### src/hdl/fws_pkg.sv
// constants and types shared by the flash status poll controller
package fws_pkg;
  // clock and flash bus timing
  localparam int CLK_NS    = 100;
  localparam int T_ACC_NS  = 70;   // read access time
  localparam int T_WP_NS   = 50;   // write strobe width, plain default
  localparam int ACC_CYC   = ((T_ACC_NS + CLK_NS - 1) / CLK_NS < 1) ? 1 :
                             (T_ACC_NS + CLK_NS - 1) / CLK_NS;
  localparam int WP_CYC    = ((T_WP_NS + CLK_NS - 1) / CLK_NS < 1) ? 1 :
                             (T_WP_NS + CLK_NS - 1) / CLK_NS;
  // flash bus widths
  localparam int FA_W      = 21;
  localparam int FD_W      = 16;
  // status bit positions on the flash data bus
  localparam int DQ_SECT   = 2;    // sector_toggle_bit
  localparam int DQ_TIMER  = 3;
  localparam int DQ_LIMIT  = 5;
  localparam int DQ_TOGGLE = 6;
  // register offsets of the controller
  localparam logic [7:0] REG_CTRL   = 8'h00;
  localparam logic [7:0] REG_ADDR   = 8'h04;
  localparam logic [7:0] REG_DATA   = 8'h08;
  localparam logic [7:0] REG_STATUS = 8'h0c;
  localparam logic [7:0] REG_RESULT = 8'h10;
  // control fields
  localparam int CTRL_OP_LSB = 0;
  localparam int CTRL_SKIP   = 3;
  localparam int CTRL_YIELD  = 4;
  localparam logic [2:0] OP_POLL  = 3'h1;
  localparam logic [2:0] OP_WRITE = 3'h2;
  localparam logic [2:0] OP_ADD   = 3'h3;
  localparam logic [2:0] OP_RESET = 3'h4;
  // status fields
  localparam int ST_BUSY = 0;
  localparam int ST_OK   = 1;
  localparam int ST_FAIL = 2;
  localparam int ST_PAUS = 3;
  localparam int ST_SECT = 4;
  localparam int ST_ERAS = 5;
  localparam int ST_REJ  = 6;
  localparam int ST_RDY  = 7;
  localparam int ST_LIM  = 8;
  // reset values
  localparam logic [FA_W-1:0] ADDR_RST = 21'h000000;
  localparam logic [FD_W-1:0] DATA_RST = 16'h0000;
  // one flash bus cycle request
  typedef struct packed {
    logic            write;
    logic [FA_W-1:0] addr;
    logic [FD_W-1:0] data;
  } fws_req_t;
endpackage

### src/hdl/fws_bus_cycle.sv
// one asynchronous flash read or write cycle, paced by the system clock
`timescale 1ns/1ps
`default_nettype none
module fws_bus_cycle
(
  input  wire logic                    i_clock,
  input  wire logic                    i_resetn,
  input  wire logic                    i_start,
  input  wire fws_pkg::fws_req_t       i_req,
  input  wire logic [fws_pkg::FD_W-1:0] i_dq_in,
  output logic                         o_ce_n,
  output logic                         o_oe_n,
  output logic                         o_we_n,
  output logic [fws_pkg::FA_W-1:0]     o_addr,
  output logic [fws_pkg::FD_W-1:0]     o_dq_out,
  output logic                         o_dq_oe,
  output logic                         o_done,
  output logic [fws_pkg::FD_W-1:0]     o_rdata
);
  typedef enum {E_IDLE, E_SET, E_STB, E_HOLD} fws_cyc_t;
  fws_cyc_t   st_q;
  logic [3:0] cnt_q;
  logic       wr_q;

  ////////////////////////////////////////////////////////////////////////////
  // sequencer: setup, strobe, release; strobe ends before done so the
  // next read never starts before the write strobe has risen
  always_ff @(posedge i_clock or negedge i_resetn)
  begin
    if (!i_resetn)
    begin
      st_q    <= E_IDLE;
      cnt_q   <= 4'h0;
      wr_q    <= 1'b0;
      o_ce_n  <= 1'b1;
      o_oe_n  <= 1'b1;
      o_we_n  <= 1'b1;
      o_addr  <= '0;
      o_dq_out<= '0;
      o_dq_oe <= 1'b0;
      o_done  <= 1'b0;
      o_rdata <= '0;
    end
    else
    begin
      o_done <= 1'b0;
      unique case (st_q)
        E_IDLE:
        begin
          if (i_start)
          begin
            st_q     <= E_SET;
            wr_q     <= i_req.write;
            o_addr   <= i_req.addr;
            o_dq_out <= i_req.data;
            o_dq_oe  <= i_req.write;
            o_ce_n   <= 1'b0;
          end
        end
        E_SET:
        begin
          st_q   <= E_STB;
          o_oe_n <= wr_q;
          o_we_n <= !wr_q;
          cnt_q  <= wr_q ? 4'(fws_pkg::WP_CYC) : 4'(fws_pkg::ACC_CYC);
        end
        E_STB:
        begin
          if (cnt_q == 4'h1)
          begin
            st_q   <= E_HOLD;
            o_oe_n <= 1'b1;
            o_we_n <= 1'b1;   // rising write edge
            if (!wr_q)
              o_rdata <= i_dq_in;
          end
          else
            cnt_q <= cnt_q - 4'h1;
        end
        E_HOLD:
        begin
          st_q    <= E_IDLE;
          o_ce_n  <= 1'b1;
          o_dq_oe <= 1'b0;
          o_done  <= 1'b1;
        end
      endcase
    end
  end
endmodule // fws_bus_cycle
`default_nettype wire

### src/hdl/fws_poll_ctrl.sv
// host controller that polls flash program/erase status over the pins
//
// Contract
// - host combines bit 6 and bit 2 to find sector and mode
// - host starts toggle check with two consecutive full-bus reads
// - toggle stopped means done; next read gives array data
// - toggling with timeout flag high: host re-checks the toggle bit
// - still toggling on re-check: failed, host writes reset command
// - host that leaves polling restarts the algorithm from the top
// - after timeout failure host writes reset to return to read
// - host may skip bit 3 checks if commands come under 50 us apart
// - host checks bit 3 before and after each added sector erase
// - status reads go to the busy bank; others give array data
// - host reads status at the programmed or selected sector address
`timescale 1ns/1ps
`default_nettype none
module fws_poll_ctrl
#(
  parameter logic [fws_pkg::FD_W-1:0] RESET_CMD = 16'h00f0  // reset command
)
(
  input  wire logic                     i_clock,
  input  wire logic                     i_resetn,
  input  wire logic [7:0]               i_reg_addr,
  input  wire logic [31:0]              i_reg_wdata,
  input  wire logic                     i_reg_write,
  input  wire logic                     i_reg_read,
  output logic      [31:0]              o_reg_rdata,
  output logic                          o_flash_ce_n,
  output logic                          o_flash_oe_n,
  output logic                          o_flash_we_n,
  output logic      [fws_pkg::FA_W-1:0] o_flash_addr,
  output logic      [fws_pkg::FD_W-1:0] o_flash_dq_out,
  output logic                          o_flash_dq_oe,
  input  wire logic [fws_pkg::FD_W-1:0] i_flash_dq_in,
  input  wire logic                     i_ready_busy_open_drain_n
);
  typedef enum {S_IDLE, S_RD1, S_RD2, S_CHK, S_RD3, S_RD4, S_CHK2, S_RST,
                S_ARR, S_PRE, S_EWR, S_POST, S_WR} fws_state_t;

  fws_state_t                  state_q;
  fws_pkg::fws_req_t           req;
  logic                        start;
  logic                        sent_q;
  logic                        done;
  logic [fws_pkg::FD_W-1:0]    rdata;
  logic [fws_pkg::FA_W-1:0]    addr_q;
  logic [fws_pkg::FD_W-1:0]    data_q;
  logic [fws_pkg::FD_W-1:0]    v1_q;
  logic [fws_pkg::FD_W-1:0]    v2_q;
  logic [fws_pkg::FD_W-1:0]    result_q;
  logic                        skip_q;
  logic                        yield_q;
  logic                        ok_q;
  logic                        fail_q;
  logic                        paused_q;
  logic                        sect_q;
  logic                        eras_q;
  logic                        rej_q;
  logic                        lim_q;
  logic                        rdy_q;
  logic [1:0]                  nrd_q;
  logic                        ctrl_wr;
  logic [2:0]                  op;
  logic                        tog6;
  logic                        tog2;
  logic                        access;

  // a bit that changed between two reads
  function automatic logic toggled(input logic [fws_pkg::FD_W-1:0] a,
                                   input logic [fws_pkg::FD_W-1:0] b,
                                   input int pos);
    return a[pos] ^ b[pos];
  endfunction

  ////////////////////////////////////////////////////////////////////////////
  // decode and status comparisons
  assign ctrl_wr = i_reg_write && (i_reg_addr == fws_pkg::REG_CTRL);
  assign op      = i_reg_wdata[fws_pkg::CTRL_OP_LSB +: 3];
  assign tog6    = toggled(v1_q, v2_q, fws_pkg::DQ_TOGGLE);
  assign tog2    = toggled(v1_q, v2_q, fws_pkg::DQ_SECT);
  assign access  = (state_q == S_RD1) || (state_q == S_RD2) ||
                   (state_q == S_RD3) || (state_q == S_RD4) ||
                   (state_q == S_RST) || (state_q == S_ARR) ||
                   (state_q == S_PRE) || (state_q == S_EWR) ||
                   (state_q == S_POST) || (state_q == S_WR);

  // every read goes to the software address, whichever bank it lies in
  always_comb
  begin
    req.write = (state_q == S_RST) || (state_q == S_EWR) ||
                (state_q == S_WR);
    req.addr  = addr_q;
    req.data  = (state_q == S_RST) ? RESET_CMD : data_q;
  end
  assign start = access && !sent_q;

  ////////////////////////////////////////////////////////////////////////////
  // one request per access state; cleared when the cycle completes
  always_ff @(posedge i_clock or negedge i_resetn)
  begin
    if (!i_resetn)
      sent_q <= 1'b0;
    else if (done)
      sent_q <= 1'b0;
    else if (start)
      sent_q <= 1'b1;
  end

  ////////////////////////////////////////////////////////////////////////////
  // status algorithm sequencer
  always_ff @(posedge i_clock or negedge i_resetn)
  begin
    if (!i_resetn)
      state_q <= S_IDLE;
    else
    begin
      unique case (state_q)
        S_IDLE:
        begin
          if (ctrl_wr && op == fws_pkg::OP_POLL)
            state_q <= S_RD1;
          else if (ctrl_wr && op == fws_pkg::OP_WRITE)
            state_q <= S_WR;
          else if (ctrl_wr && op == fws_pkg::OP_RESET)
            state_q <= S_RST;
          else if (ctrl_wr && op == fws_pkg::OP_ADD)
            state_q <= i_reg_wdata[fws_pkg::CTRL_SKIP] ? S_EWR : S_PRE;
        end
        S_RD1:  if (done) state_q <= S_RD2;
        S_RD2:  if (done) state_q <= S_CHK;
        S_CHK:
        begin
          if (!tog6)
            state_q <= S_ARR;
          else if (v2_q[fws_pkg::DQ_LIMIT])
            state_q <= S_RD3;
          else if (yield_q)
            state_q <= S_IDLE;
          else
            state_q <= S_RD2;
        end
        S_RD3:  if (done) state_q <= S_RD4;
        S_RD4:  if (done) state_q <= S_CHK2;
        S_CHK2: state_q <= tog6 ? S_RST : S_ARR;
        S_RST:  if (done) state_q <= S_IDLE;
        S_ARR:  if (done) state_q <= S_IDLE;
        S_PRE:
        begin
          if (done)
            state_q <= rdata[fws_pkg::DQ_TIMER] ? S_IDLE : S_EWR;
        end
        S_EWR:  if (done) state_q <= skip_q ? S_IDLE : S_POST;
        S_POST: if (done) state_q <= S_IDLE;
        S_WR:   if (done) state_q <= S_IDLE;
      endcase
    end
  end

  ////////////////////////////////////////////////////////////////////////////
  // the two compared reads; the first read of a pass restarts the pair
  always_ff @(posedge i_clock or negedge i_resetn)
  begin
    if (!i_resetn)
    begin
      v1_q  <= fws_pkg::DATA_RST;
      v2_q  <= fws_pkg::DATA_RST;
      nrd_q <= 2'h0;
    end
    else if (done && (state_q == S_RD1 || state_q == S_RD3))
    begin
      v1_q  <= rdata;
      nrd_q <= 2'h1;
    end
    else if (done && (state_q == S_RD2 || state_q == S_RD4))
    begin
      v1_q  <= (nrd_q == 2'h2) ? v2_q : v1_q;  // keep polling pairwise
      v2_q  <= rdata;
      nrd_q <= 2'h2;
    end
    else if (state_q == S_IDLE)
      nrd_q <= 2'h0;
  end

  ////////////////////////////////////////////////////////////////////////////
  // outcome flags; a new order clears all of them but sector and mode
  always_ff @(posedge i_clock or negedge i_resetn)
  begin
    if (!i_resetn)
    begin
      ok_q     <= 1'b0;
      fail_q   <= 1'b0;
      paused_q <= 1'b0;
      rej_q    <= 1'b0;
      lim_q    <= 1'b0;
      sect_q   <= 1'b0;
      eras_q   <= 1'b0;
      result_q <= fws_pkg::DATA_RST;
    end
    else if (state_q == S_IDLE && ctrl_wr && op != 3'h0)
    begin
      ok_q     <= 1'b0;
      fail_q   <= 1'b0;
      paused_q <= 1'b0;
      rej_q    <= 1'b0;
      lim_q    <= 1'b0;
    end
    else
    begin
      if (state_q == S_CHK)
      begin
        sect_q   <= tog2;
        eras_q   <= tog6;
        lim_q    <= v2_q[fws_pkg::DQ_LIMIT];
        paused_q <= tog6 && !v2_q[fws_pkg::DQ_LIMIT] && yield_q;
      end
      if (state_q == S_CHK2 && tog6)
        fail_q <= 1'b1;
      if (state_q == S_ARR && done)
        ok_q <= 1'b1;
      // bit 3 high before or after the add means it may be refused
      if ((state_q == S_PRE || state_q == S_POST) && done &&
          rdata[fws_pkg::DQ_TIMER])
        rej_q <= 1'b1;
      if (done && !req.write)
        result_q <= rdata;
    end
  end

  ////////////////////////////////////////////////////////////////////////////
  // software registers
  always_ff @(posedge i_clock or negedge i_resetn)
  begin
    if (!i_resetn)
    begin
      addr_q  <= fws_pkg::ADDR_RST;
      data_q  <= fws_pkg::DATA_RST;
      skip_q  <= 1'b0;
      yield_q <= 1'b0;
      rdy_q   <= 1'b1;
    end
    else
    begin
      rdy_q <= i_ready_busy_open_drain_n;
      // address and data only change while idle, so a cycle never tears
      if (i_reg_write && state_q == S_IDLE && i_reg_addr == fws_pkg::REG_ADDR)
        addr_q <= i_reg_wdata[fws_pkg::FA_W-1:0];
      if (i_reg_write && state_q == S_IDLE && i_reg_addr == fws_pkg::REG_DATA)
        data_q <= i_reg_wdata[fws_pkg::FD_W-1:0];
      if (ctrl_wr)
        yield_q <= i_reg_wdata[fws_pkg::CTRL_YIELD];
      if (ctrl_wr && state_q == S_IDLE)
        skip_q <= i_reg_wdata[fws_pkg::CTRL_SKIP];
    end
  end

  // read data one cycle after the strobe; unmapped reads give zero
  always_ff @(posedge i_clock or negedge i_resetn)
  begin
    if (!i_resetn)
      o_reg_rdata <= 32'h0000_0000;
    else if (i_reg_read)
    begin
      unique case (i_reg_addr)
        fws_pkg::REG_CTRL:
          o_reg_rdata <= 32'({yield_q, skip_q, 3'h0});
        fws_pkg::REG_ADDR:   o_reg_rdata <= 32'(addr_q);
        fws_pkg::REG_DATA:   o_reg_rdata <= 32'(data_q);
        fws_pkg::REG_STATUS:
          o_reg_rdata <= 32'({lim_q, rdy_q, rej_q, eras_q, sect_q,
                              paused_q, fail_q, ok_q, state_q != S_IDLE});
        fws_pkg::REG_RESULT: o_reg_rdata <= 32'(result_q);
        default:             o_reg_rdata <= 32'h0000_0000;
      endcase
    end
    else
      o_reg_rdata <= 32'h0000_0000;
  end

  ////////////////////////////////////////////////////////////////////////////
  // pin-level cycle engine
  fws_bus_cycle u_cycle
  (
    .i_clock  (i_clock),
    .i_resetn (i_resetn),
    .i_start  (start),
    .i_req    (req),
    .i_dq_in  (i_flash_dq_in),
    .o_ce_n   (o_flash_ce_n),
    .o_oe_n   (o_flash_oe_n),
    .o_we_n   (o_flash_we_n),
    .o_addr   (o_flash_addr),
    .o_dq_out (o_flash_dq_out),
    .o_dq_oe  (o_flash_dq_oe),
    .o_done   (done),
    .o_rdata  (rdata)
  );
endmodule // fws_poll_ctrl
`default_nettype wire

### config.mk
export PLATFORM = sky130hd
export DESIGN_NAME = fws_poll_ctrl
export DESIGN_NICKNAME = d
export VERILOG_FILES = /design/src/hdl/fws_pkg.sv /design/src/hdl/fws_bus_cycle.sv /design/src/hdl/fws_poll_ctrl.sv
export SDC_FILE = /design/constraint.sdc
export NUM_CORES = 1
export LEC_CHECK = 0
export BUFFER_PORTS_ARGS = -buffer_cell sky130_fd_sc_hd__buf_4
export CAP_MARGIN = 20
export CORE_UTILIZATION = 35
export CTS_BUF_LIST = sky130_fd_sc_hd__clkbuf_4
export DETAILED_ROUTE_END_ITERATION = 8
export SLEW_MARGIN = 20
export SYNTH_ARGS = -nofsm -noshare
export SYNTH_HDL_FRONTEND = slang
export SYNTH_SLANG_ARGS = --single-unit
### constraint.sdc
create_clock -name i_clock -period 2.1 [get_ports i_clock]
set_input_delay 0.42 -clock i_clock [delete_from_list [all_inputs] [get_ports i_clock]]
set_output_delay 0.42 -clock i_clock [all_outputs]
set_load 0.005 [all_outputs]
# == After elaboration in Yosys (flattened, before gate mapping) ==
# Cells that the tools add are included.
# totals
register_bits,239
output_inout_bits,73
elab_cells,203
# classes
add_sub_neg,1
n_eq_ne,48
n_mux,53
n_bitwise,5
reduce_logical,66
# ops
cell,count
2-to-1 mux 32 bit,14
one-hot mux 32 bit (10 select lines),1
equality test 32 x 4 -> 1 bit (second input constant),9
equality test 32 x 3 -> 1 bit (second input constant),6
equality test 32 x 2 -> 1 bit (second input constant),5
equality test 32 x 5 -> 1 bit (second input constant),5
one-hot mux 32 bit (4 select lines),1
one-hot mux 21 bit (5 select lines),1
zero test 32 bit,3
equality test 32 x 1 -> 1 bit (second input constant),2
nonzero test 32 bit,1
2-to-1 mux 7 bit,3
logical AND 1 bit,20
2-to-1 mux 4 bit,5
AND reduction 2 bit,9
nonzero test 2 bit,9
equality test 8 x 4 -> 1 bit (second input constant),2
2-to-1 mux 1 bit,16
2-to-1 mux 16 bit,1
inequality test 2 x 1 -> 1 bit (second input constant),8
logical OR 1 bit,14
2-to-1 mux 2 bit,5
equality test 8 x 3 -> 1 bit (second input constant),1
equality test 8 x 5 -> 1 bit (second input constant),1
19 further kinds,31

# == Depth between registers and ports, before layout ==
# logic_depth
word_depth,13
depth_mapped,9
ltp_nobuf,6

# == Hierarchy ==
# From an unflattened synthesis, not the netlist that was laid out.
# unflattened
cells_unflattened,573
hier_area_um2,7483.4
# modules_own_cells
mod,instances,cells_per_inst,area_per_inst_um2
fws_poll_ctrl,1,395,4770.8
fws_bus_cycle,1,178,2712.6

# == Worst setup path after synthesis ==
# OpenSTA, ideal clock, no wires.
# synth_path
path_kind,input-to-reg
from,in i_reg_addr[5]
to,reg data_q[10] (netlist bit)
setup_ns,0.125
arrival_ns,2.178
required_time_ns,1.975
path_slack_ns,-0.203
path_stages,8
path_buffers,3
path_cell_list,nor4_2 > nor3b_1 > and3b_1 > buf_2 > and3_1 > buf_4 > buf_4 > mux2_2
# synth_between
elab_chain_cells,2
# synth_lines
item,line,source
"start, declared",fws_poll_ctrl.sv:24,"input wire logic [7:0] i_reg_addr,"
equality test 8 x 4 -> 1 bit,fws_poll_ctrl.sv:248,if (i_reg_write && state_q == S_IDLE && i_reg_addr == fws_pkg::REG_DATA)
logical AND 1 bit,fws_poll_ctrl.sv:248,
"end signal, assigned",fws_poll_ctrl.sv:237,data_q <= fws_pkg::DATA_RST;
"end signal, assigned",fws_poll_ctrl.sv:249,data_q <= i_reg_wdata[fws_pkg::FD_W-1:0];
"end, declared",fws_poll_ctrl.sv:48,logic [fws_pkg::FD_W-1:0] data_q;
# No other way between the ends.
# A chain may end at the register's enable or synchronous reset.

# == Worst setup path in the final report ==
# layout_path
from,reg state_q[2]
to,reg u_cycle.o_addr[1] (netlist bit)
# layout_between
elab_chain_cells,12
elab_cells_between_ends,21
# layout_lines
item,line,source
"start, declared",fws_poll_ctrl.sv:41,fws_state_t state_q;
"start signal, assigned",fws_poll_ctrl.sv:128,state_q <= i_reg_wdata[fws_pkg::CTRL_SKIP] ? S_EWR : S_PRE;
"start signal, assigned",fws_poll_ctrl.sv:145,S_CHK2: state_q <= tog6 ? S_RST : S_ARR;
"start signal, assigned",fws_poll_ctrl.sv:151,state_q <= rdata[fws_pkg::DQ_TIMER] ? S_IDLE : S_EWR;
equality test 32 x 2 -> 1 bit / equality test 32 x 3 -> 1 bit (equally long branches),fws_poll_ctrl.sv:82,assign access = (state_q == S_RD1) || (state_q == S_RD2) ||
logical OR 1 bit (2 in series),fws_poll_ctrl.sv:82,
logical OR 1 bit (2 in series),fws_poll_ctrl.sv:83,(state_q == S_RD3) || (state_q == S_RD4) ||
logical OR 1 bit (2 in series),fws_poll_ctrl.sv:84,(state_q == S_RST) || (state_q == S_ARR) ||
logical OR 1 bit (2 in series),fws_poll_ctrl.sv:85,(state_q == S_PRE) || (state_q == S_EWR) ||
logical OR 1 bit *,fws_poll_ctrl.sv:86,(state_q == S_POST) || (state_q == S_WR);
logical AND 1 bit *,fws_poll_ctrl.sv:96,assign start = access && !sent_q;
AND reduction 2 bit (no source line) *,n/a,
"end signal, assigned",fws_bus_cycle.sv:54,o_addr <= i_req.addr;
"end, declared",fws_bus_cycle.sv:14,"output logic [fws_pkg::FA_W-1:0] o_addr,"
# Mark *: on every way between the ends. The rest lies on a longest branch, timed or not.

==> flow_summary.toml <==
[outcome]
status = "complete, but fails checks"
failed_checks = "setup timing"

[floorplan]
core.rowCount = 51
die_w_um = 144
initial_utilization_pct = 36.0
die_area_mm2 = 0.0207
die_height_um = 144
core_mm2 = 0.0196
ioPinCount = 134

[global_routing]
gr-usage-all-layers_pct = 17.8
antenna_found_initial = 0
gr-total-overflow = 0
grt_pass1_wl_mm = 27.6
grt_max_degree = 49
grt_pass1_vias = 5051

[critical_path]
cpPeakStageDelay_ns = 0.51
r2r-end = "u_cycle.o_addr[1]$_DFFE_PN0P_"
required_ns = 2.55
r2r_slack_ns = -0.12
reg2regPathDepth = 5
crit_path_end_kind = "flop"
crit_type = "reg2reg"
r2r-start = "state_q[2]$_DFFE_PN0P_"
path_cells = "and3_1, or4_4, or3b_4, clkbuf_16, mux2_4"
worst-path-max-fanout = 6
cp.arrival_ns = 2.67
start_kind = "flop"
cp_slowest_cell = "or4_4"

[detailed_routing]
wl_mm = 18.0
antenna_left = 0
first_iter_violations = 355
num_vias = 5044
drc = 0
first_pass_iters = 6
wire_per_inst_um = 17.9
viasPerCell = 5.02

[logic_synthesis]
synth_edf_count = 0
yosysTopAreaCellShare_pct = 55.6
yosysMostFrequentCell = "dfrtp_1"
synth_area_per_cell_um2 = 12.4
ys_warn_count = 0
syn_inst = 571
synth_seq_cells = 161
async_reset_ff_share_pct = 100
ys_seq_area_share_pct = 57.1
yosys.area.top_type = "dfrtp_1"
yosysUniqueCellTypes = 56
netlist_area_mm2 = 0.00706
ys.flop_type = "dfrtp_1"
synth.area.top_cells = "dfrtp_1 56%, mux2_2 13%, mux2_4 3.4%"
ys_top_cells_by_count = "157 x dfrtp_1, 81 x mux2_2, 47 x nand2_1, 33 x o21ai_0, 31 x nor2_1"

[timing]
setup_ws_ns = -0.118
final-setup-viol-count = 28
rsz0062_at_grt = "yes"
finalHoldViolCount = 0
max_freq_mhz = 451
min_period_ns = 2.22
clock_skew_ns = 0.0213
tns_ns = -2.34
hold_ws_ns = 0.0802
fin_crit_sh_pct = 106
drv_slew = 0

[worst_hold_path]
whs_endpoint = "u_cycle.o_rdata[5]$_DFFE_PN0P_"
worstHoldStart = "i_flash_dq_in[5]"
hold_depth = 2
hold_class = "in2reg"

[final_layout]
post-route-util_pct = 46.6
design_area_mm2 = 0.00912
drive_above_1_share_pct = 45.3
fillerInstances = 1754
syn_to_final_growth_pct = 29.1
fin_cells = 1005
layout.nets = 795
antennaDiodeCount = 0

[cts]
clock_sinks = 161
cts_tree = "yes"
clk_pin_slew_ns = 0.14
cts_made_buffers = 17
cts_buffer_depth = 2
root_buffer = "clkbuf_4"
cts_htree_levels = 4
clk-insertion-delay-late_ns = 0.56

[power_and_ir_drop]
clkPwrFrac_pct = 23.5
power_switching_mw = 3.04
comb_power_share_pct = 32.7
fin_total_pwr_mw = 9.77
power.leakage_nw = 4.33
powerDensity_mw_per_mm2 = 1070
intPower_mw = 6.73
seq_power_share_pct = 43.8
ir_drop_mv = 0.440
p_sw_share_pct = 31.1

[placement]
hpwlAfterDp_mm = 13.0
place_worst_setup_slack_ns = -0.241
post_dp_cell_area_mm2 = 0.00848
placement.io_buffers = 111
gp_congestion = 0.865
dp.cells = 962

[job]
cap_violations = 0
-- metal layers --
layer / vias up / global-route usage [%] / wire, um
li1: 2344 / - / -
met1: 2521 / 25.1 / 8310
met2: 159 / 27.3 / 8410
met3: 20 / 3.54 / 957
met4: 0 / 5.49 / 299
met5: - / 0 / 0
-- registers in the layout, summed over array words and instances, names as in the netlist, 2 cells and up --
| register | count |
|---|---|
| u_cycle.st_q | 2 |
| addr_q | 21 |
| state_q | 4 |
| result_q | 16 |
| v2_q | 3 |
| u_cycle.cnt_q | 4 |
| v1_q | 2 |
| u_cycle.o_dq_out | 16 |
| u_cycle.o_rdata | 16 |
| u_cycle.o_addr | 21 |
| o_reg_rdata | 21 |
| data_q | 16 |
| nrd_q | 2 |
-- worst max path at each step --
stage / startpoint / endpoint / slack [ns] / cells past startpoint
final: state_q[2]$_DFFE_PN0P_ / u_cycle.o_addr[1]$_DFFE_PN0P_ / -0.12 / 5
after global routing: state_q[0]$_DFFE_PN0P_ / u_cycle.o_dq_out[1]$_DFFE_PN0P_ / -0.16 / 7
after CTS: state_q[2]$_DFFE_PN0P_ / u_cycle.o_addr[0]$_DFFE_PN0P_ / -0.12 / 5
after detailed placement: state_q[2]$_DFFE_PN0P_ / u_cycle.o_addr[10]$_DFFE_PN0P_ / -0.24 / 5
after global placement: state_q[2]$_DFFE_PN0P_ / u_cycle.o_addr[14]$_DFFE_PN0P_ / -0.21 / 5
after floorplan: state_q[2]$_DFFE_PN0P_ / u_cycle.o_addr[0]$_DFFE_PN0P_ / -0.15 / 7
-- worst max-delay path: cells and delay by family, from the launching register on --
family / cells / cell delay [ns]
buffers and inverters: 1 / 0.21
DFF: 1 / 0.46
muxes: 1 / 0.29
and+or+nand+nor: 3 / 1.16
-- timing repair --
item | 4_1_cts | 5_1_grt
gates cloned | 2 | 2
endpoints found under the hold margin | 44 | 0
pin swaps | 3 | 8
resized for setup | 17 | 31
setup endpoints to repair | 56 | 52
setup buffers | 4 | 2
hold buffers | 2 | 0
-- power groups by stage --
stage / clock (mW) / combinational (mW) / sequential [mW]
after floorplan: 0 / 1.82 / 4.16
after global placement: 0 / 2.72 / 4.31
after detailed placement: 0 / 2.83 / 4.34
after CTS: 2.36 / 3.04 / 4.28
after global routing: 2.47 / 3.46 / 4.37
final: 2.30 / 3.20 / 4.28
-- cells by family (layout without fill, tap and decap cells) --
logic type,count (synthesis),in the layout,synth area share [%]
DFF,161,161,57.1
and+or+nand+nor,133,133,9.82
AOI/OAI and AO/OA,108,108,9.98
muxes,100,100,16.7
buffers and inverters,54,213,4.18
adders and majority gates,7,7,1.24
xor gates and xnor gates,7,7,0.868
other,1,11,0.0531
-- cell usage in the layout (no fill, tap or decap), drive strengths merged, types with 6 or more instances in the layout --
master  count
o21ai      34
inv        11
ha          7
nor3        6
nor2b       6
nor2       31
a31oi       7
a22oi      21
xnor2       7
a21oi      18
dfrtp     157
buf       168
clkbuf     19
a222oi      7
conb       11
and3       10
nor3b       6
mux2       97
bufinv      6
nand2      47
-- final cells by class --
class                      instances  area, um2  area share [%]
tap                              265        332            3.64
inverter                          10       37.5           0.412
timing repair buffer             171       1450            15.9
clock inverter                    14        235            2.58
multi-input combinational        366       2900            31.8
clock buffer                      18        135            1.48
sequential                       161       4040            44.2
No activity file was read; power rests on OpenSTA's default activity.
